`config.mk`:
```
export PLATFORM = sky130hd
export DESIGN_NAME = sbus_channel
export DESIGN_NICKNAME = d
export VERILOG_FILES = /design/src/shared/sbus_pkg.sv /design/src/core/pin_sync.sv /design/src/core/sbus_channel.sv
export SDC_FILE = /design/constraint.sdc
export NUM_CORES = 1
export LEC_CHECK = 0
export ABC_CLOCK_PERIOD_IN_PS = 1500
export BUFFER_PORTS_ARGS = -buffer_cell sky130_fd_sc_hd__clkbuf_2
export CAP_MARGIN = 20
export CORE_UTILIZATION = 40
export CTS_BUF_LIST = sky130_fd_sc_hd__clkbuf_4
export DETAILED_ROUTE_END_ITERATION = 8
export GPL_TIMING_DRIVEN = 0
export PLACE_DENSITY = 0.57
export SETUP_SLACK_MARGIN = 0.1
export SLEW_MARGIN = 10
export SYNTH_ARGS = -nofsm -noshare
export SYNTH_HDL_FRONTEND = slang
export SYNTH_SLANG_ARGS = --single-unit
export TNS_END_PERCENT = 5
```
`constraint.sdc`:
```
create_clock -name clk -period 1.5 [get_ports clk]
set_input_delay 0.3 -clock clk [delete_from_list [all_inputs] [get_ports clk]]
set_output_delay 0.3 -clock clk [all_outputs]
set_load 0.02 [all_outputs]
```
`src/shared/sbus_pkg.sv`:
```
// Shared constants and types for the serial bus acknowledge, busy and address channel
`default_nettype none
package sbus_pkg;

	// Register select codes on the CPU register port
	localparam logic [1:0] SEL_BUS_CONTROL = 2'h0;
	localparam logic [1:0] SEL_SHIFT = 2'h1;
	localparam logic [1:0] SEL_SLAVE_ADDR = 2'h2;
	localparam logic [1:0] SEL_MODE = 2'h3;

	// Bus control register field positions
	localparam int BC_BUSY_EN = 0;
	localparam int BC_ACK_DET = 1;
	localparam int BC_AUTO_ACK = 2;
	localparam int BC_ACK_TRIG = 3;
	localparam int BC_CMD_DET = 4;
	localparam int BC_FREE_DET = 5;
	localparam int BC_ERROR = 6;

	// Serial mode register field positions
	localparam int MD_TRANSMIT = 0;
	localparam int MD_WAKE_UP = 5;
	localparam int MD_ADDR_MATCH = 6;
	localparam int MD_ENABLE = 7;

	// Reset values
	localparam logic [7:0] MODE_RESET = 8'h00;
	localparam logic [3:0] BIT_COUNT_RESET = 4'h0;

	// Number of data bits per transfer
	localparam logic [3:0] BITS_PER_FRAME = 4'h8;

	// Synchroniser width for pin inputs, one bit per pin (clock and data)
	localparam int SYNC_STAGES = 2;

	typedef struct packed {
		logic wr;
		logic rd;
		logic [1:0] sel;
		logic [7:0] wdata;
	} cpu_req_t;

	typedef enum logic [1:0] {
		ST_IDLE,
		ST_SHIFT,
		ST_NINTH,
		ST_DONE
	} xfer_state_t;

endpackage : sbus_pkg
`default_nettype wire

```
`src/core/pin_sync.sv`:
```
// Two-stage synchroniser for asynchronous pin inputs
`timescale 1ns/10ps
`default_nettype none
module pin_sync #(
	parameter int W = 2
) (
	// Clock and reset
	input wire logic clk,
	input wire logic rst,
	// Pins in and synchronised levels out
	input wire logic [W-1:0] async_in,
	output logic [W-1:0] sync_out
);
	logic [W-1:0] stage1_r;

	// Pins idle high on an open-drain bus, so reset to released
	always_ff @(posedge clk or posedge rst) begin
		if (rst) begin
			stage1_r <= '1;
			sync_out <= '1;
		end else begin
			stage1_r <= async_in;
			sync_out <= stage1_r;
		end
	end
endmodule : pin_sync
`default_nettype wire

```
`src/core/sbus_channel.sv`:
```
// Serial bus channel: shift register, acknowledge, busy, condition detect and address compare
`timescale 1ns/10ps
`default_nettype none
module sbus_channel
	import sbus_pkg::*;
(
	// Clock and reset
	input wire logic clk,
	input wire logic rst,
	// CPU register port
	input wire sbus_pkg::cpu_req_t cpu_req,
	output logic [7:0] cpu_rdata,
	// Serial clock line, driven by the bus master
	input wire logic serial_clock_line,
	// Open-drain data bus line
	input wire logic data_bus_line_in,
	output logic data_bus_line_out,
	output logic data_bus_line_oe,
	// Serial interrupt request
	output logic serial_interrupt_request
);
	import sbus_pkg::*;

	function automatic logic flag_update(input logic cur, input logic set, input logic clr);
		flag_update = set | (cur & ~clr);
	endfunction : flag_update

	logic [1:0] pins_sync;
	logic sck_r;
	logic sda_r;
	logic sck_s;
	logic sda_s;
	logic sck_rise;
	logic sck_fall;
	logic sda_rise;
	logic sda_fall;

	xfer_state_t state_r;
	logic [3:0] bit_cnt_r;
	logic [7:0] shift_register;
	logic [7:0] slave_address_register;
	logic [7:0] serial_mode_register;
	logic busy_auto_enable;
	logic auto_acknowledge_enable;
	logic acknowledge_trigger;
	logic ack_pend_r;
	logic ack_drv_r;
	logic busy_drv_r;
	logic out_low_r;
	logic acknowledge_detect_flag;
	logic command_detect_flag;
	logic bus_free_detect_flag;
	logic error_flag_r;
	logic address_match_flag;
	logic irq_r;

	logic serial_enable_bit;
	logic wake_up_select;
	logic transmit_sel;
	logic wr_bc;
	logic wr_shift;
	logic wr_addr;
	logic wr_mode;
	logic xfer_start;
	logic last_bit;
	logic [7:0] shift_nxt;
	logic addr_match_nxt;

	pin_sync #(
		.W(SYNC_STAGES)
	) u_sync (
		.clk(clk),
		.rst(rst),
		.async_in({serial_clock_line, data_bus_line_in}),
		.sync_out(pins_sync)
	);

	assign sck_s = pins_sync[1];
	assign sda_s = pins_sync[0];

	// Delayed copies of the synchronised levels give the edges
	always_ff @(posedge clk or posedge rst) begin
		if (rst) begin
			sck_r <= 1'b1;
			sda_r <= 1'b1;
		end else begin
			sck_r <= sck_s;
			sda_r <= sda_s;
		end
	end

	assign sck_rise = sck_s & ~sck_r;
	assign sck_fall = ~sck_s & sck_r;
	assign sda_rise = sda_s & ~sda_r & sck_s & sck_r;
	assign sda_fall = ~sda_s & sda_r & sck_s & sck_r;

	assign serial_enable_bit = serial_mode_register[MD_ENABLE];
	assign wake_up_select = serial_mode_register[MD_WAKE_UP];
	assign transmit_sel = serial_mode_register[MD_TRANSMIT];

	// Register port decode
	always_comb begin
		wr_bc = 1'b0;
		wr_shift = 1'b0;
		wr_addr = 1'b0;
		wr_mode = 1'b0;
		if (cpu_req.wr && cpu_req.sel == SEL_BUS_CONTROL) begin
			wr_bc = 1'b1;
		end else if (cpu_req.wr && cpu_req.sel == SEL_SHIFT) begin
			wr_shift = 1'b1;
		end else if (cpu_req.wr && cpu_req.sel == SEL_SLAVE_ADDR) begin
			wr_addr = 1'b1;
		end else if (cpu_req.wr && cpu_req.sel == SEL_MODE) begin
			wr_mode = 1'b1;
		end
	end

	// A write with the channel disabled loads the register and clears the address match flag
	assign xfer_start = wr_shift & serial_enable_bit;
	assign last_bit = (bit_cnt_r == BITS_PER_FRAME - 4'h1);
	assign shift_nxt = {shift_register[6:0], sda_s};
	assign addr_match_nxt = (shift_nxt == slave_address_register);

	// Read mux; the slave address register is not readable
	always_comb begin
		cpu_rdata = 8'h00;
		if (cpu_req.rd && cpu_req.sel == SEL_BUS_CONTROL) begin
			cpu_rdata[BC_BUSY_EN] = busy_auto_enable;
			cpu_rdata[BC_ACK_DET] = acknowledge_detect_flag;
			cpu_rdata[BC_AUTO_ACK] = auto_acknowledge_enable;
			cpu_rdata[BC_ACK_TRIG] = acknowledge_trigger;
			cpu_rdata[BC_CMD_DET] = command_detect_flag;
			cpu_rdata[BC_FREE_DET] = bus_free_detect_flag;
			cpu_rdata[BC_ERROR] = error_flag_r;
		end else if (cpu_req.rd && cpu_req.sel == SEL_SHIFT) begin
			cpu_rdata = shift_register;
		end else if (cpu_req.rd && cpu_req.sel == SEL_MODE) begin
			cpu_rdata = serial_mode_register;
			cpu_rdata[MD_ADDR_MATCH] = address_match_flag;
		end
	end

	// Data registers have no reset so their contents survive it
	always_ff @(posedge clk) begin
		if (wr_addr) begin
			slave_address_register <= cpu_req.wdata;
		end
		if (wr_shift) begin
			shift_register <= cpu_req.wdata;
		end else if (state_r == ST_SHIFT && sck_rise) begin
			shift_register <= shift_nxt;
		end
	end

	always_ff @(posedge clk or posedge rst) begin
		if (rst) begin
			serial_mode_register <= MODE_RESET;
			busy_auto_enable <= 1'b0;
			auto_acknowledge_enable <= 1'b0;
		end else begin
			if (wr_mode) begin
				serial_mode_register <= cpu_req.wdata;
			end
			if (wr_bc) begin
				busy_auto_enable <= cpu_req.wdata[BC_BUSY_EN];
				auto_acknowledge_enable <= cpu_req.wdata[BC_AUTO_ACK];
			end
		end
	end

	// Transfer sequencing
	always_ff @(posedge clk or posedge rst) begin
		if (rst) begin
			state_r <= ST_IDLE;
			bit_cnt_r <= BIT_COUNT_RESET;
		end else if (!serial_enable_bit) begin
			state_r <= ST_IDLE;
			bit_cnt_r <= BIT_COUNT_RESET;
		end else if (xfer_start) begin
			state_r <= ST_SHIFT;
			bit_cnt_r <= BIT_COUNT_RESET;
		end else begin
			case (state_r)
				ST_SHIFT: begin
					if (sck_rise) begin
						bit_cnt_r <= bit_cnt_r + 4'h1;
						if (last_bit) begin
							state_r <= ST_NINTH;
						end
					end
				end
				ST_NINTH: begin
					if (sck_rise) begin
						state_r <= ST_DONE;
					end
				end
				default: begin
				end
			endcase
		end
	end

	// Transmit bit changes only while the clock is low, never as a false condition
	always_ff @(posedge clk or posedge rst) begin
		if (rst) begin
			out_low_r <= 1'b0;
		end else if (!serial_enable_bit || xfer_start) begin
			out_low_r <= 1'b0;
		end else if (sck_fall) begin
			out_low_r <= (state_r == ST_SHIFT) & transmit_sel & ~shift_register[7];
		end
	end

	// Acknowledge pending: trigger, or auto enable raised after the transfer ended
	always_ff @(posedge clk or posedge rst) begin
		if (rst) begin
			ack_pend_r <= 1'b0;
		end else if (!serial_enable_bit || xfer_start) begin
			ack_pend_r <= 1'b0;
		end else if (wr_bc && cpu_req.wdata[BC_ACK_TRIG]) begin
			ack_pend_r <= 1'b1;
		end else if (wr_bc && cpu_req.wdata[BC_AUTO_ACK] && !auto_acknowledge_enable && state_r == ST_DONE) begin
			ack_pend_r <= 1'b1;
		end else if (sck_fall && !ack_drv_r && (state_r == ST_DONE || state_r == ST_NINTH)) begin
			ack_pend_r <= 1'b0;
		end
	end

	// Trigger is set only by software and cleared only when its acknowledge ends
	always_ff @(posedge clk or posedge rst) begin
		if (rst) begin
			acknowledge_trigger <= 1'b0;
		end else begin
			acknowledge_trigger <= flag_update(acknowledge_trigger, wr_bc && cpu_req.wdata[BC_ACK_TRIG],
				sck_fall && ack_drv_r);
		end
	end

	// Acknowledge low for one full clock period, falling edge to falling edge
	always_ff @(posedge clk or posedge rst) begin
		if (rst) begin
			ack_drv_r <= 1'b0;
		end else if (!serial_enable_bit || xfer_start) begin
			ack_drv_r <= 1'b0;
		end else if (sck_fall) begin
			if (ack_drv_r) begin
				ack_drv_r <= 1'b0;
			end else if (state_r == ST_NINTH) begin
				ack_drv_r <= auto_acknowledge_enable | ack_pend_r;
			end else if (state_r == ST_DONE) begin
				ack_drv_r <= ack_pend_r;
			end
		end
	end

	// Busy follows the acknowledge; a new transfer start returns the line to ready
	always_ff @(posedge clk or posedge rst) begin
		if (rst) begin
			busy_drv_r <= 1'b0;
		end else if (!serial_enable_bit || xfer_start) begin
			busy_drv_r <= 1'b0;
		end else if (sck_fall) begin
			if (!busy_auto_enable) begin
				busy_drv_r <= 1'b0;
			end else if (ack_drv_r) begin
				busy_drv_r <= 1'b1;
			end
		end
	end

	// Acknowledge detect, and error on a released transmit bit read back low
	always_ff @(posedge clk or posedge rst) begin
		if (rst) begin
			acknowledge_detect_flag <= 1'b0;
			error_flag_r <= 1'b0;
		end else begin
			acknowledge_detect_flag <= flag_update(acknowledge_detect_flag,
				sck_rise && !sda_s && (state_r == ST_NINTH || ack_drv_r), xfer_start);
			error_flag_r <= flag_update(error_flag_r,
				sck_rise && state_r == ST_SHIFT && transmit_sel && shift_register[7] && !sda_s,
				xfer_start);
		end
	end

	// Bus condition flags; a detection in the clearing cycle wins
	always_ff @(posedge clk or posedge rst) begin
		if (rst) begin
			command_detect_flag <= 1'b0;
			bus_free_detect_flag <= 1'b0;
		end else if (!serial_enable_bit) begin
			command_detect_flag <= 1'b0;
			bus_free_detect_flag <= 1'b0;
		end else begin
			command_detect_flag <= flag_update(command_detect_flag, sda_fall, xfer_start | sda_rise);
			bus_free_detect_flag <= flag_update(bus_free_detect_flag, sda_rise,
				xfer_start | (state_r == ST_SHIFT && sck_rise && last_bit && !addr_match_nxt));
		end
	end

	// Address compare result, valid once the eighth bit is in
	always_ff @(posedge clk or posedge rst) begin
		if (rst) begin
			address_match_flag <= 1'b0;
		end else if (state_r == ST_SHIFT && sck_rise && last_bit) begin
			address_match_flag <= addr_match_nxt;
		end else if (wr_addr || (wr_shift && !serial_enable_bit)) begin
			address_match_flag <= 1'b0;
		end
	end

	// Request at the ninth rising edge; with wake-up only on a matched address after bus free
	always_ff @(posedge clk or posedge rst) begin
		if (rst) begin
			irq_r <= 1'b0;
		end else begin
			irq_r <= serial_enable_bit && state_r == ST_NINTH && sck_rise &&
				(!wake_up_select || (address_match_flag && bus_free_detect_flag));
		end
	end

	assign serial_interrupt_request = irq_r;

	// Open drain: only ever pull low, otherwise release
	assign data_bus_line_out = 1'b0;
	assign data_bus_line_oe = serial_enable_bit & (ack_drv_r | busy_drv_r | out_low_r);

endmodule : sbus_channel
`default_nettype wire

```
Word-level counts from Yosys, hierarchy flattened
Index checks and enable logic that the tools add are counted.
{"block": "totals", "regBits": 49, "memories": 0, "latch_bits": 0, "ram_bits": 0, "rom_bits": 0, "output_inout_bits": 11, "wordCells": 165, "input_bits": 16}
{"block": "op_classes", "n_eq_ne": 15, "reduce_logical": 46, "n_lt_le_gt_ge": 0, "mul": 0, "bitwise_logic": 36, "n_shift": 0, "div": 0, "mux": 45, "add_sub_neg": 1}
{"operator": "$mux W8", "n": 4}
{"operator": "$mux W1", "n": 30}
{"operator": "$logic_and A1 B1 Y1", "n": 27}
{"operator": "$and A1 B1 Y1", "n": 17}
{"operator": "$mux W4", "n": 4}
{"operator": "$ne A4 B4 Y1 const B", "n": 3}
{"operator": "$mux W2", "n": 5}
{"operator": "$or A1 B1 Y1", "n": 10}
{"operator": "$not A1 Y1", "n": 9}
{"operator": "$eq A2 B2 Y1 const B", "n": 4}
{"operator": "$eq A8 B8 Y1", "n": 1}
{"operator": "$mux W7", "n": 1}
{"operator": "$logic_not A1 Y1", "n": 6}
{"operator": "$ne A3 B1 Y1 const B", "n": 2}
{"operator": "$reduce_bool A2 Y1", "n": 3}
{"operator": "$logic_or A1 B1 Y1", "n": 5}
{"operator": "$add A4 B1 Y4 const B", "n": 1}
{"operator": "$eq A2 B1 Y1 const B", "n": 2}
{"operator": "$eq A4 B3 Y1 const B", "n": 1}
{"operator": "$ne A4 B1 Y1 const B", "n": 1}
{"operator": "$pmux W2 S2", "n": 1}
{"operator": "$reduce_and A2 Y1", "n": 2}
{"operator": "$reduce_and A4 Y1", "n": 1}
{"operator": "$reduce_bool A4 Y1", "n": 1}
{"operator": "other kinds (2)", "n": 2}

Depth between registers and ports, before layout
Gate-level depths: netlist of the first run.
{"block": "logic_depth", "depth_word": 10, "ltp_mapped": 6}

By module
From an unflattened synthesis of the first run, not the netlist that was laid out.
{"block": "unflattened", "cells_unflattened": 197, "area_unflattened_um2": 2316.0}
{"mod": "sbus_channel", "n_inst": 1, "seq_area_each_um2": 1183.6, "area_each_um2": 2207.1, "cells_each": 192}
{"mod": "pin_sync", "n_inst": 1, "seq_area_each_um2": 105.1, "area_each_um2": 108.9, "cells_each": 5}

Worst setup path before layout of the first run
No wires, ideal clock.
{"block": "synth_timing", "path_type": "input port to flip-flop", "startpoint": "input port cpu_req[8] in the netlist's numbering", "endpoint": "register slave_address_register[0], enable pin", "arrival_ns": 0.987, "stages": 3, "setup_slack_ns": 0.142, "setup_ns": 0.370, "n_path_buf": 2, "cell_sequence": "buf_6 > buf_4 > nor2_1"}
{"block": "synth_via", "elab_chain_cells": 5, "elab_cells_between_ends": 9, "cone_classes": "eq/ne: 2; mux: 3; reduce/logical: 4"}
{"element": "start: declaration", "line_no": "sbus_channel.sv:11", "rtl": "input wire sbus_pkg::cpu_req_t cpu_req,"}
{"element": "$eq A2 B2 Y1", "line_no": "sbus_channel.sv:111", "rtl": "end else if (cpu_req.wr && cpu_req.sel == SEL_SLAVE_ADDR) begin"}
{"element": "$logic_and A1 B1 Y1", "line_no": "sbus_channel.sv:111"}
{"element": "$mux W1", "line_no": "sbus_channel.sv:111"}
{"element": "$mux W1", "line_no": "sbus_channel.sv:109", "rtl": "end else if (cpu_req.wr && cpu_req.sel == SEL_SHIFT) begin"}
{"element": "$mux W1 (*)", "line_no": "sbus_channel.sv:107", "rtl": "if (cpu_req.wr && cpu_req.sel == SEL_BUS_CONTROL) begin"}
{"element": "via wr_addr", "line_no": "sbus_channel.sv:62", "rtl": "logic wr_addr;"}
{"element": "end signal: assignment", "line_no": "sbus_channel.sv:146", "rtl": "slave_address_register <= cpu_req.wdata;"}
{"element": "end: declaration", "line_no": "sbus_channel.sv:41", "rtl": "logic [7:0] slave_address_register;"}
Mark *: on every way through the listed nets, which the timed path passes. The rest lies on a longest branch.
A chain may end at the register's enable or synchronous reset.

Worst setup path in the final report of the first run
{"block": "layout_timing", "startpoint": "register shift_register[5]", "endpoint": "output port cpu_rdata[5]"}
{"block": "layout_via", "elab_chain_cells": 2}
{"element": "start: declaration", "line_no": "sbus_channel.sv:40", "rtl": "logic [7:0] shift_register;"}
{"element": "start signal: assignment", "line_no": "sbus_channel.sv:149", "rtl": "shift_register <= cpu_req.wdata;"}
{"element": "start signal: assignment", "line_no": "sbus_channel.sv:151", "rtl": "shift_register <= shift_nxt;"}
{"element": "$mux W8", "line_no": "sbus_channel.sv:135", "rtl": "end else if (cpu_req.rd && cpu_req.sel == SEL_SHIFT) begin"}
{"element": "$mux W7", "line_no": "sbus_channel.sv:127", "rtl": "if (cpu_req.rd && cpu_req.sel == SEL_BUS_CONTROL) begin"}
{"element": "end: declaration", "line_no": "sbus_channel.sv:12", "rtl": "output logic [7:0] cpu_rdata,"}
No other way between the ends.

==> impl_metrics.py, run 1 <==
metrics = {
    "status": {
        "status": "finished with violations",
        "violations": "negative setup slack",
    },
    "grt": {
        "grt-ovfl-total": 0,
        "grt_max_degree": 33,
        "antenna_found_initial": 0,
        "groute.usage.overall": 0.184,
        "grtUsageMet1": 0.269,
        "gr-max-usage-layer": "met2",
        "grt_pass1_wl_um": 8710,
        "met3_usage": 0.0377,
        "grt_use_met2": 0.281,
        "grt_pass1_vias": 1613,
    },
    "route": {
        "vias_per_cell": 5.29,
        "wirelength_um": 5350,
        "wl_per_cell_um": 17.1,
        "drtPass1Iterations": 4,
        "via_count": 1657,
        "ant_nets": 0,
        "route.detailed.drc": 0,
        "drt-initial-drc-count": 91,
    },
    "clock_tree": {
        "cts.path.max_buffers": 2,
        "clkSinkCount": 48,
        "cts-root-buf": "clkbuf_4",
        "cts_buffers": 5,
        "cts_tree": "yes",
        "clk_pin_slew_ns": 0.14,
        "insertion_delay_ns": 0.36,
        "ctsHtreeMaxLevel": 2,
    },
    "synthesis": {
        "synth_cell_type_count": 46,
        "syn_inst": 198,
        "yosysWarnings": 0,
        "synth_nets": 218,
        "synth_flop_cell": "dfrtp_1",
        "synth_area_mm2": 0.00242,
        "synth.yosys.seq_area_share": 0.532,
        "syn_area_per_cell_um2": 12.2,
        "synth_edf_count": 16,
        "ys_ff_latch": 48,
        "synthArstFlopShare": 0.667,
    },
    "placement": {
        "gp_congestion": 0.760,
        "hpwl_um": 3650,
        "pre_cts_ws_ns": -0.321,
        "dp.cells": 294,
        "io_buffers": 24,
    },
    "critical_path": {
        "critical_path.max_fanout": 2,
        "rrSetupSlack_ns": -0.03,
        "crit_path_start_kind": "flip-flop",
        "worstSetupPathType": "flip-flop to primary output",
        "critPathArrivalTime_ns": 1.34,
        "cp_data_required_time_ns": 1.20,
        "worstReg2RegEnd": "bus_free_detect_flag",
        "reg2reg_depth": 5,
        "critPathCaptureType": "primary output",
        "r2r_start": "shift_register[4]",
    },
    "finish": {
        "layout_commonest_cell": "dfrtp_1",
        "diodes": 0,
        "drive_above_1_share": 0.373,
        "layout_common_cells": "24 x dfrtp_1, 17 x clkbuf_2, 16 x nand2_1, 16 x edfxtp_1",
        "nets": 260,
        "synthToLayoutAreaGrowth_pct": 18.1,
        "final-instance-count-excl-fill": 313,
    },
    "flow_run": {
        "drv_cap": 0,
    },
    "sta": {
        "hold_viol_final": 0,
        "fmax_mhz": 611,
        "hold_ws_ns": 0.00910,
        "max_slew_margin": 0.493,
        "worst_pin_slew_ns": 0.758,
        "period_share": 1.09,
        "rsz0062_at_grt": "true",
        "maxSlewViolCount": 0,
        "setup_ws_ns": -0.136,
        "min_period_ns": 1.64,
        "skew_ns": 0.00971,
        "setup_viol": 9,
    },
    "floorplanning": {
        "dieArea_mm2": 0.00637,
        "dieWidth_um": 79.8,
        "ios": 27,
        "fp.coreArea_mm2": 0.00568,
        "core.rowCount": 27,
        "initial_core_util": 0.427,
        "die_h_um": 79.8,
    },
    "power_and_ir_drop": {
        "p_leak_nw": 1.24,
        "ir_drop_v": 0.000442,
        "p_total_mw": 2.86,
        "p_per_area_mw_per_mm2": 999,
    },
    "worst_hold_path": {
        "holdCritPathClass": "primary input to async pin",
    },
}
layer usage:
| metal | routed length [um] | vias to the layer above |
|---|---|---|
| met5 | 0 | - |
| met4 | 50 | 0 |
| met3 | 257 | 6 |
| met2 | 2370 | 42 |
| met1 | 2670 | 814 |
| li1 | - | 795 |
critical path: stages (launching register included):
cell and delay [ns]:
edfxtp_1 0.44, mux2i_1 0.16, o21ai_1 0.07, and2_1 0.15, clkbuf_8 0.15
state kept, by name (all words and copies together), names as in the netlist, 2 cells and up:
name,flops
serial_mode_register,7
state_r,2
slave_address_register,8
bit_cnt_r,4
u_sync.sync_out,2
u_sync.stage1_r,2
shift_register,8
how the worst max path moves through the flow:
stage                       from                        end  cells after the start
4_1_cts        shift_register[5]               cpu_rdata[5]                      4
5_1_grt        shift_register[1]               cpu_rdata[1]                      4
6_report       shift_register[5]               cpu_rdata[5]                      4
3_5_place_dp          cpu_req[8]  slave_address_register[5]                      4
2_1_floorplan         cpu_req[8]  slave_address_register[0]                      3
3_3_place_gp          cpu_req[8]  slave_address_register[7]                      4
stage by stage:
stage               TNS (ns)  cell area, um2  utilization
detailed placement     -4.40            2630        0.464
floorplan                  0            2420            -
global route           -1.87            2860        0.504
global placement       -3.91            2630        0.464
CTS                   -0.970            2840        0.500
finish                -0.864            2860        0.504
repair_timing:
| item | in CTS | in global routing |
|---|---|---|
| setup endpoints to repair | 29 | 23 |
| cloned | 0 | 0 |
| hold buffers | 2 | 0 |
| gates resized for setup | 18 | 13 |
| hold endpoints to repair | 2 | 0 |
| buffers inserted | 8 | 1 |
| pin swaps | 6 | 3 |
logic make-up (layout without fill, tap and decap cells):
group,after synthesis,count (layout),share of synthesized area
AO/OA/AOI/OAI,32,32,0.0811
XOR/XNOR,11,11,0.0398
adder cells (fa/ha/maj),4,4,0.0207
buffers and inverters,10,53,0.0284
flip-flops,48,48,0.532
multiplexers,25,25,0.132
other,1,1,0.00155
AND/OR/NAND/NOR,67,67,0.164
cells in the mapped netlist (all sizes together), types with 6 or more instances:
cell type,instances,area share
dfrtp,26,0.27
nand2,18,0.031
mux2,17,0.099
edfxtp,16,0.20
nor2,14,0.022
o21ai,12,0.025
xor2,10,0.036
a21oi,9,0.019
nand3,9,0.024
and2,8,0.021
mux2i,8,0.033
buf,6,0.022
dfstp,6,0.065
power by group:
group | internal (mW) | switching (mW)
combinational | 0.308 | 0.319
sequential | 1.49 | 0.116
clock | 0.197 | 0.422
total | 2.00 | 0.858
cell type report:
type | instances | area (um2)
repair buffers | 35 | 251
flip-flops and latches | 48 | 1290
well taps | 72 | 90.1
inverters | 4 | 15.0
fillers | 531 | 2820
clock inverters | 2 | 11.3
plain buffers | 6 | 57.6
clock buffers | 6 | 45.0
multi-input cells | 140 | 1100
(Power assumes the default switching activity.)
==> inputs of run 2 (changes only) <==
--- a/config.mk
+++ b/config.mk
@@ -12,10 +12,10 @@
 export CTS_BUF_LIST = sky130_fd_sc_hd__clkbuf_4
 export DETAILED_ROUTE_END_ITERATION = 8
 export GPL_TIMING_DRIVEN = 0
-export PLACE_DENSITY = 0.57
 export SETUP_SLACK_MARGIN = 0.1
 export SLEW_MARGIN = 10
 export SYNTH_ARGS = -nofsm -noshare
 export SYNTH_HDL_FRONTEND = slang
+export SYNTH_HIERARCHICAL = 1
 export SYNTH_SLANG_ARGS = --single-unit
 export TNS_END_PERCENT = 5
==> run 2 against run 1 <==
The run still ends with negative setup slack left. Setup slack improved by 0.0097 ns. Combinational power increased by 1%. Critical path depth unchanged. Synthesized cell count decreased by 0.51%. Register-to-register slack about the same. Utilization increased by 1.2 points. Count of clock-buffer cells in the layout unchanged. Sequential share of layout area increased by 0.10 points. Sequential power about the same. Non-clock buffer count increased by 2. Clock skew increased by 0.0045 ns. Wire length decreased by 5.3%. Critical endpoint is now cpu_rdata[1]. Largest cell class unchanged. Highest routed layer unchanged.
==> impl_metrics.py, run 2 <==
metrics = {
    "status": {
        "status": "finished with violations",
        "violations": "negative setup slack",
    },
    "sta": {
        "setup_viol": 10,
        "period_share": 1.08,
        "max_slew_margin": 0.609,
        "fmax_mhz": 615,
        "skew_ns": 0.0142,
        "hold_viol_final": 0,
        "hold_ws_ns": 0.122,
        "min_period_ns": 1.63,
        "rsz0062_at_grt": "true",
        "setup_tns_ns": -0.880,
        "maxSlewViolCount": 0,
        "setup_ws_ns": -0.127,
        "worst_pin_slew_ns": 0.586,
    },
    "placement": {
        "dp.cells": 295,
        "hpwl_um": 3610,
        "placed_cell_area_mm2": 0.00256,
        "io_buffers": 25,
        "gp_congestion": 0.731,
        "pre_cts_ws_ns": -0.200,
    },
    "synthesis": {
        "synth_cell_type_count": 49,
        "synth_flop_cell": "dfrtp_1",
        "syn_area_per_cell_um2": 11.8,
        "yosysWarnings": 6,
        "synth_edf_count": 16,
        "synth_most_common_cell": "dfrtp_1",
        "ys_ff_latch": 48,
        "syn_inst": 197,
        "synth_area_leaders": "dfrtp_1 28%, edfxtp_1 21%, mux2_2 8.3%",
        "synth_nets": 217,
        "ys_top_cells_by_count": "26 x dfrtp_1, 24 x nand2_1, 17 x mux2_2, 16 x edfxtp_1, 11 x o21ai_0",
        "synth_area_mm2": 0.00232,
        "synth.yosys.seq_area_share": 0.556,
        "yosysTopAreaCell": "dfrtp_1",
        "synth_top_area_frac": 0.281,
        "synthArstFlopShare": 0.667,
    },
    "flow_run": {
        "drv_cap": 0,
    },
    "grt": {
        "grt_max_degree": 17,
        "grt_pass1_wl_um": 8250,
        "grt_pass1_vias": 1580,
        "grt-ovfl-total": 0,
        "groute.usage.overall": 0.181,
        "antenna_found_initial": 0,
    },
    "critical_path": {
        "critical_path.max_fanout": 3,
        "r2r_start": "shift_register[1]",
        "critPathCaptureType": "primary output",
        "critPathArrivalTime_ns": 1.33,
        "worstReg2RegEnd": "bus_free_detect_flag",
        "reg2reg_depth": 6,
        "cp_data_required_time_ns": 1.20,
        "crit_path_start_kind": "flip-flop",
        "critPathCapture": "cpu_rdata[1]",
        "worstSetupPathType": "flip-flop to primary output",
        "cp-startpoint": "shift_register[1]",
        "rrSetupSlack_ns": -0.03,
    },
    "worst_hold_path": {
        "hold_start": "cpu_req[6]",
        "holdCritPathClass": "primary input to flip-flop",
    },
    "finish": {
        "reg_top3": "shift_register x8, slave_address_register x8, serial_mode_register x7",
        "fillCellCount": 523,
        "final-instance-count-excl-fill": 314,
        "multi_input_area_mm2": 0.00106,
        "synthToLayoutAreaGrowth_pct": 23.3,
        "nets": 261,
        "regArea_mm2": 0.00129,
        "drive_above_1_share": 0.397,
        "layout_common_cells": "23 x nand2_1, 23 x dfrtp_1, 17 x clkbuf_2, 17 x mux2_2, 16 x edfxtp_1",
        "diodes": 0,
        "stdcell_area_mm2": 0.00286,
        "fin_util": 0.516,
    },
    "floorplanning": {
        "initial_core_util": 0.418,
        "core.rowCount": 27,
        "dieWidth_um": 78.1,
        "fp.coreArea_mm2": 0.00554,
        "ios": 27,
        "die_h_um": 78.1,
        "dieArea_mm2": 0.00610,
    },
    "route": {
        "ant_nets": 0,
        "route.detailed.drc": 0,
        "drtPass1Iterations": 4,
        "drt-initial-drc-count": 81,
        "wirelength_um": 5060,
        "vias_per_cell": 5.18,
        "wl_per_cell_um": 16.1,
        "via_count": 1627,
    },
    "clock_tree": {
        "cts-root-buf": "clkbuf_4",
        "cts.path.max_buffers": 2,
        "clk_pin_slew_ns": 0.14,
        "ctsHtreeMaxLevel": 2,
        "cts_tree": "yes",
        "cts_buffers": 5,
        "clkSinkCount": 48,
        "insertion_delay_ns": 0.36,
    },
    "power_and_ir_drop": {
        "p_total_mw": 2.85,
        "internal_power_mw": 2.01,
        "p_leak_nw": 1.19,
        "combPwrFrac": 0.222,
        "ir_drop_v": 0.000911,
        "p_per_area_mw_per_mm2": 999,
        "power_frac_clock": 0.212,
        "switchingPower_mw": 0.839,
        "pwr-share-seq": 0.566,
        "p_sw_frac": 0.294,
    },
}
[run 2: layer usage]
| metal | vias to the layer above | GRT usage | share of wire | wire (um) |
|---|---|---|---|---|
| met2 | 30 | 0.276 | 0.47 | 2350 |
| met5 | - | 0 | 0 | 0 |
| li1 | 787 | - | - | - |
| met3 | 7 | 0.0372 | 0.040 | 203 |
| met4 | 0 | 0.0611 | 0.012 | 60 |
| met1 | 803 | 0.256 | 0.48 | 2440 |
[run 2: timing repair]
action / 4_1_cts / 5_1_grt
setup buffers: 8 / 1
setup endpoints to repair: 22 / 23
resized for setup: 30 / 18
pin swaps: 11 / 12
hold buffers: 3 / 0
hold endpoints to repair: 18 / 0
[run 2: power groups by stage]
| stage | clock network, mW | registers, mW | logic [mW] |
|---|---|---|---|
| floorplan | 0 | 1.58 | 0.370 |
| global placement | 0 | 1.62 | 0.500 |
| detailed placement | 0 | 1.62 | 0.517 |
| CTS | 0.627 | 1.61 | 0.598 |
| global route | 0.675 | 1.63 | 0.698 |
| finish | 0.605 | 1.62 | 0.634 |
[run 2: how the worst min path moves through the flow]
stage,slack [ns],cells past startpoint,to
finish,0.12,1,slave_address_register[6]
global route,0.1,1,slave_address_register[6]
CTS,0.12,1,slave_address_register[6]
global placement,0.35,0,u_sync/sync_out[0]
detailed placement,0.35,0,u_sync/sync_out[1]
floorplan,0.26,1,u_sync/stage1_r[0]
[run 2: final cells by class]
cell class	count	share of cell area
clock buffers	6	0.0158
plain buffers	5	0.0105
inverters	4	0.00526
multi-input cells	139	0.371
flip-flops and latches	48	0.452
repair buffers	38	0.109
well taps	72	0.0315
clock inverters	2	0.00394
[run 2: kinds of logic (layout without fill, tap and decap cells)]
kind of cell,count (synthesis),after routing,share of synthesized area
XOR/XNOR,11,11,0.0416
buffers and inverters,10,55,0.0194
AO/OA/AOI/OAI,33,33,0.0875
adder cells (fa/ha/maj),4,4,0.0216
multiplexers,25,25,0.117
AND/OR/NAND/NOR,65,65,0.155
flip-flops,48,48,0.556
other,1,1,0.00162
[run 2: worst max-delay path, cell delays in order, from the launching register on]
cell and delay, ns:
edfxtp_1 0.45, mux2i_1 0.15, o21ai_1 0.07, and2_1 0.15
clkbuf_8 0.14
==> inputs of run 3 (changes only) <==
--- a/config.mk
+++ b/config.mk
@@ -8,6 +8,7 @@
 export ABC_CLOCK_PERIOD_IN_PS = 1500
 export BUFFER_PORTS_ARGS = -buffer_cell sky130_fd_sc_hd__clkbuf_2
 export CAP_MARGIN = 20
+export CORE_MARGIN = 2
 export CORE_UTILIZATION = 40
 export CTS_BUF_LIST = sky130_fd_sc_hd__clkbuf_4
 export DETAILED_ROUTE_END_ITERATION = 8
==> run 3 against run 2 <==
The flow still finishes with violations (negative setup slack). Utilization is 0.77 points lower. Sequential cell count stayed put. Via count is 0.74% lower. Largest power group unchanged. Maximum frequency is 1.2% lower. Non-clock buffer count is 1 lower. Critical path type unchanged. Cell count is 0.32% lower. Sequential power hardly changed.
==> impl_metrics.py, run 3 (synthesis results as in run 2) <==
metrics = {
    "floorplanning": {
        "ios": 27,
        "core.rowCount": 27,
        "fp.coreArea_mm2": 0.00554,
        "die_h_um": 80.1,
        "dieArea_mm2": 0.00641,
        "dieWidth_um": 80.1,
        "initial_core_util": 0.418,
    },
    "grt": {
        "grt_pass1_vias": 1631,
        "grt_max_degree": 17,
        "grt-ovfl-total": 0,
        "groute.usage.overall": 0.176,
        "antenna_found_initial": 0,
        "grt_pass1_wl_um": 8340,
    },
    "critical_path": {
        "slowest_delay_ns": 0.45,
        "critical_path.max_fanout": 2,
        "cp-startpoint": "shift_register[2]",
        "reg2reg_depth": 5,
        "crit_path_start_kind": "flip-flop",
        "rrSetupSlack_ns": -0.05,
        "cp.depth": 4,
        "critical_path.cell_chain": "mux2i_1, o21ai_1, and2_1, clkbuf_8",
        "worstReg2RegEnd": "bus_free_detect_flag",
        "critPathBufInv": 1,
        "cp_data_required_time_ns": 1.20,
        "critPathCapture": "cpu_rdata[2]",
        "r2r_start": "shift_register[4]",
        "crit_slowest_cell": "edfxtp_1",
        "worstSetupPathType": "flip-flop to primary output",
        "critPathArrivalTime_ns": 1.35,
        "critPathCaptureType": "primary output",
        "cp_top_family": "flip-flops",
    },
    "finish": {
        "drive_above_1_share": 0.365,
        "stdcell_area_mm2": 0.00281,
        "reg_top3": "shift_register x8, slave_address_register x8, serial_mode_register x7",
        "nets": 260,
        "layout_commonest_cell": "dfrtp_1",
        "layout_common_cells": "24 x dfrtp_1, 23 x nand2_1, 18 x clkbuf_2",
        "synthToLayoutAreaGrowth_pct": 21.5,
        "final-instance-count-excl-fill": 313,
        "fin_util": 0.508,
        "diodes": 0,
    },
    "worst_hold_path": {
        "hold_depth": 1,
        "holdCritPathClass": "primary input to flip-flop",
    },
    "clock_tree": {
        "cts_tree": "yes",
        "cts_buffers": 5,
        "insertion_delay_ns": 0.36,
        "clk_pin_slew_ns": 0.14,
        "cts.path.max_buffers": 2,
        "clkSinkCount": 48,
        "ctsHtreeMaxLevel": 2,
        "cts-root-buf": "clkbuf_4",
    },
    "placement": {
        "dp.cells": 295,
        "hpwl_um": 3590,
        "io_buffers": 25,
        "gp_congestion": 0.769,
        "placed_cell_area_mm2": 0.00256,
    },
    "sta": {
        "skew_ns": 0.0143,
        "period_share": 1.10,
        "worst_pin_slew_ns": 0.590,
        "rsz0062_at_grt": "true",
        "min_period_ns": 1.65,
        "max_slew_margin": 0.607,
        "hold_viol_final": 0,
        "fmax_mhz": 607,
        "maxSlewViolCount": 0,
        "setup_viol": 10,
        "setup_ws_ns": -0.147,
    },
    "power_and_ir_drop": {
        "p_per_area_mw_per_mm2": 1060,
        "internal_power_mw": 2.15,
        "ir_drop_v": 0.000622,
        "p_sw_frac": 0.276,
        "pwr-share-seq": 0.542,
        "switchingPower_mw": 0.821,
        "combPwrFrac": 0.198,
        "power_frac_clock": 0.260,
        "p_leak_nw": 1.19,
    },
    "route": {
        "drtPass1Iterations": 4,
        "ant_nets": 0,
        "vias_per_cell": 5.16,
        "wirelength_um": 5130,
        "wl_per_cell_um": 16.4,
        "via_count": 1615,
        "drt-initial-drc-count": 61,
        "route.detailed.drc": 0,
    },
    "status": {
        "violations": "negative setup slack",
        "status": "finished with violations",
    },
    "flow_run": {
        "drv_cap": 0,
    },
}
-- run 3: how the worst min path moves through the flow --
stage                       start                         to  slack [ns]
6_report               cpu_req[6]  slave_address_register[6]        0.12
4_1_cts                cpu_req[6]  slave_address_register[6]        0.11
3_3_place_gp   u_sync/stage1_r[1]         u_sync/sync_out[1]        0.35
5_1_grt                cpu_req[6]  slave_address_register[6]        0.10
3_5_place_dp   u_sync/stage1_r[0]         u_sync/sync_out[0]        0.35
2_1_floorplan                 rst         u_sync/stage1_r[0]        0.26
-- run 3: what timing repair did --
item | CTS | global route
setup endpoints to repair | 22 | 24
resized for setup | 23 | 8
hold buffers | 3 | 0
hold endpoints to repair | 18 | 0
pin swaps | 8 | 7
buffers inserted | 8 | 0
-- run 3: worst reg2reg max path, cell delays in order (launching register included) --
cell and delay [ns]:
edfxtp_1 0.43, buf_4 0.16, xor2_1 0.17, nor4_2 0.39
a21oi_1 0.13, nor3b_1 0.20
-- run 3: layout make-up --
cell class / instances / area, um2
Fill cell: 531 / 2730
Sequential cell: 48 / 1290
Multi-Input combinational cell: 139 / 1030
Timing Repair Buffer: 37 / 277
Tap cell: 72 / 90.1
Clock buffer: 6 / 45.0
Clock inverter: 2 / 35.0
Buffer: 5 / 30.0
Inverter: 4 / 15.0
-- run 3: per-stage QoR --
| stage | TNS [ns] | setup WS (ns) | power (mW) | hold WS (ns) |
|---|---|---|---|---|
| finish | -0.996 | -0.147 | 2.97 | 0.119 |
| detailed placement | -3.07 | -0.210 | 2.13 | 0.347 |
| floorplan | 0 | 0.118 | 1.95 | 0.255 |
| global route | -1.77 | -0.216 | 3.12 | 0.105 |
| global placement | -2.79 | -0.192 | 2.11 | 0.346 |
| CTS | -1.11 | -0.144 | 2.99 | 0.107 |
-- run 3: routing by layer --
metal	part of all wire	up-vias	global-route usage
met5	0	-	0
met1	0.48	797	0.247
met3	0.036	5	0.0360
met2	0.47	30	0.272
met4	0.0096	0	0.0576
li1	-	783	-
-- run 3: power groups by stage --
stage | registers (mW) | clock network (mW) | logic, mW
finish | 1.61 | 0.774 | 0.588
floorplan | 1.58 | 0 | 0.370
global placement | 1.62 | 0 | 0.499
detailed placement | 1.62 | 0 | 0.515
CTS | 1.61 | 0.798 | 0.587
global route | 1.63 | 0.838 | 0.655
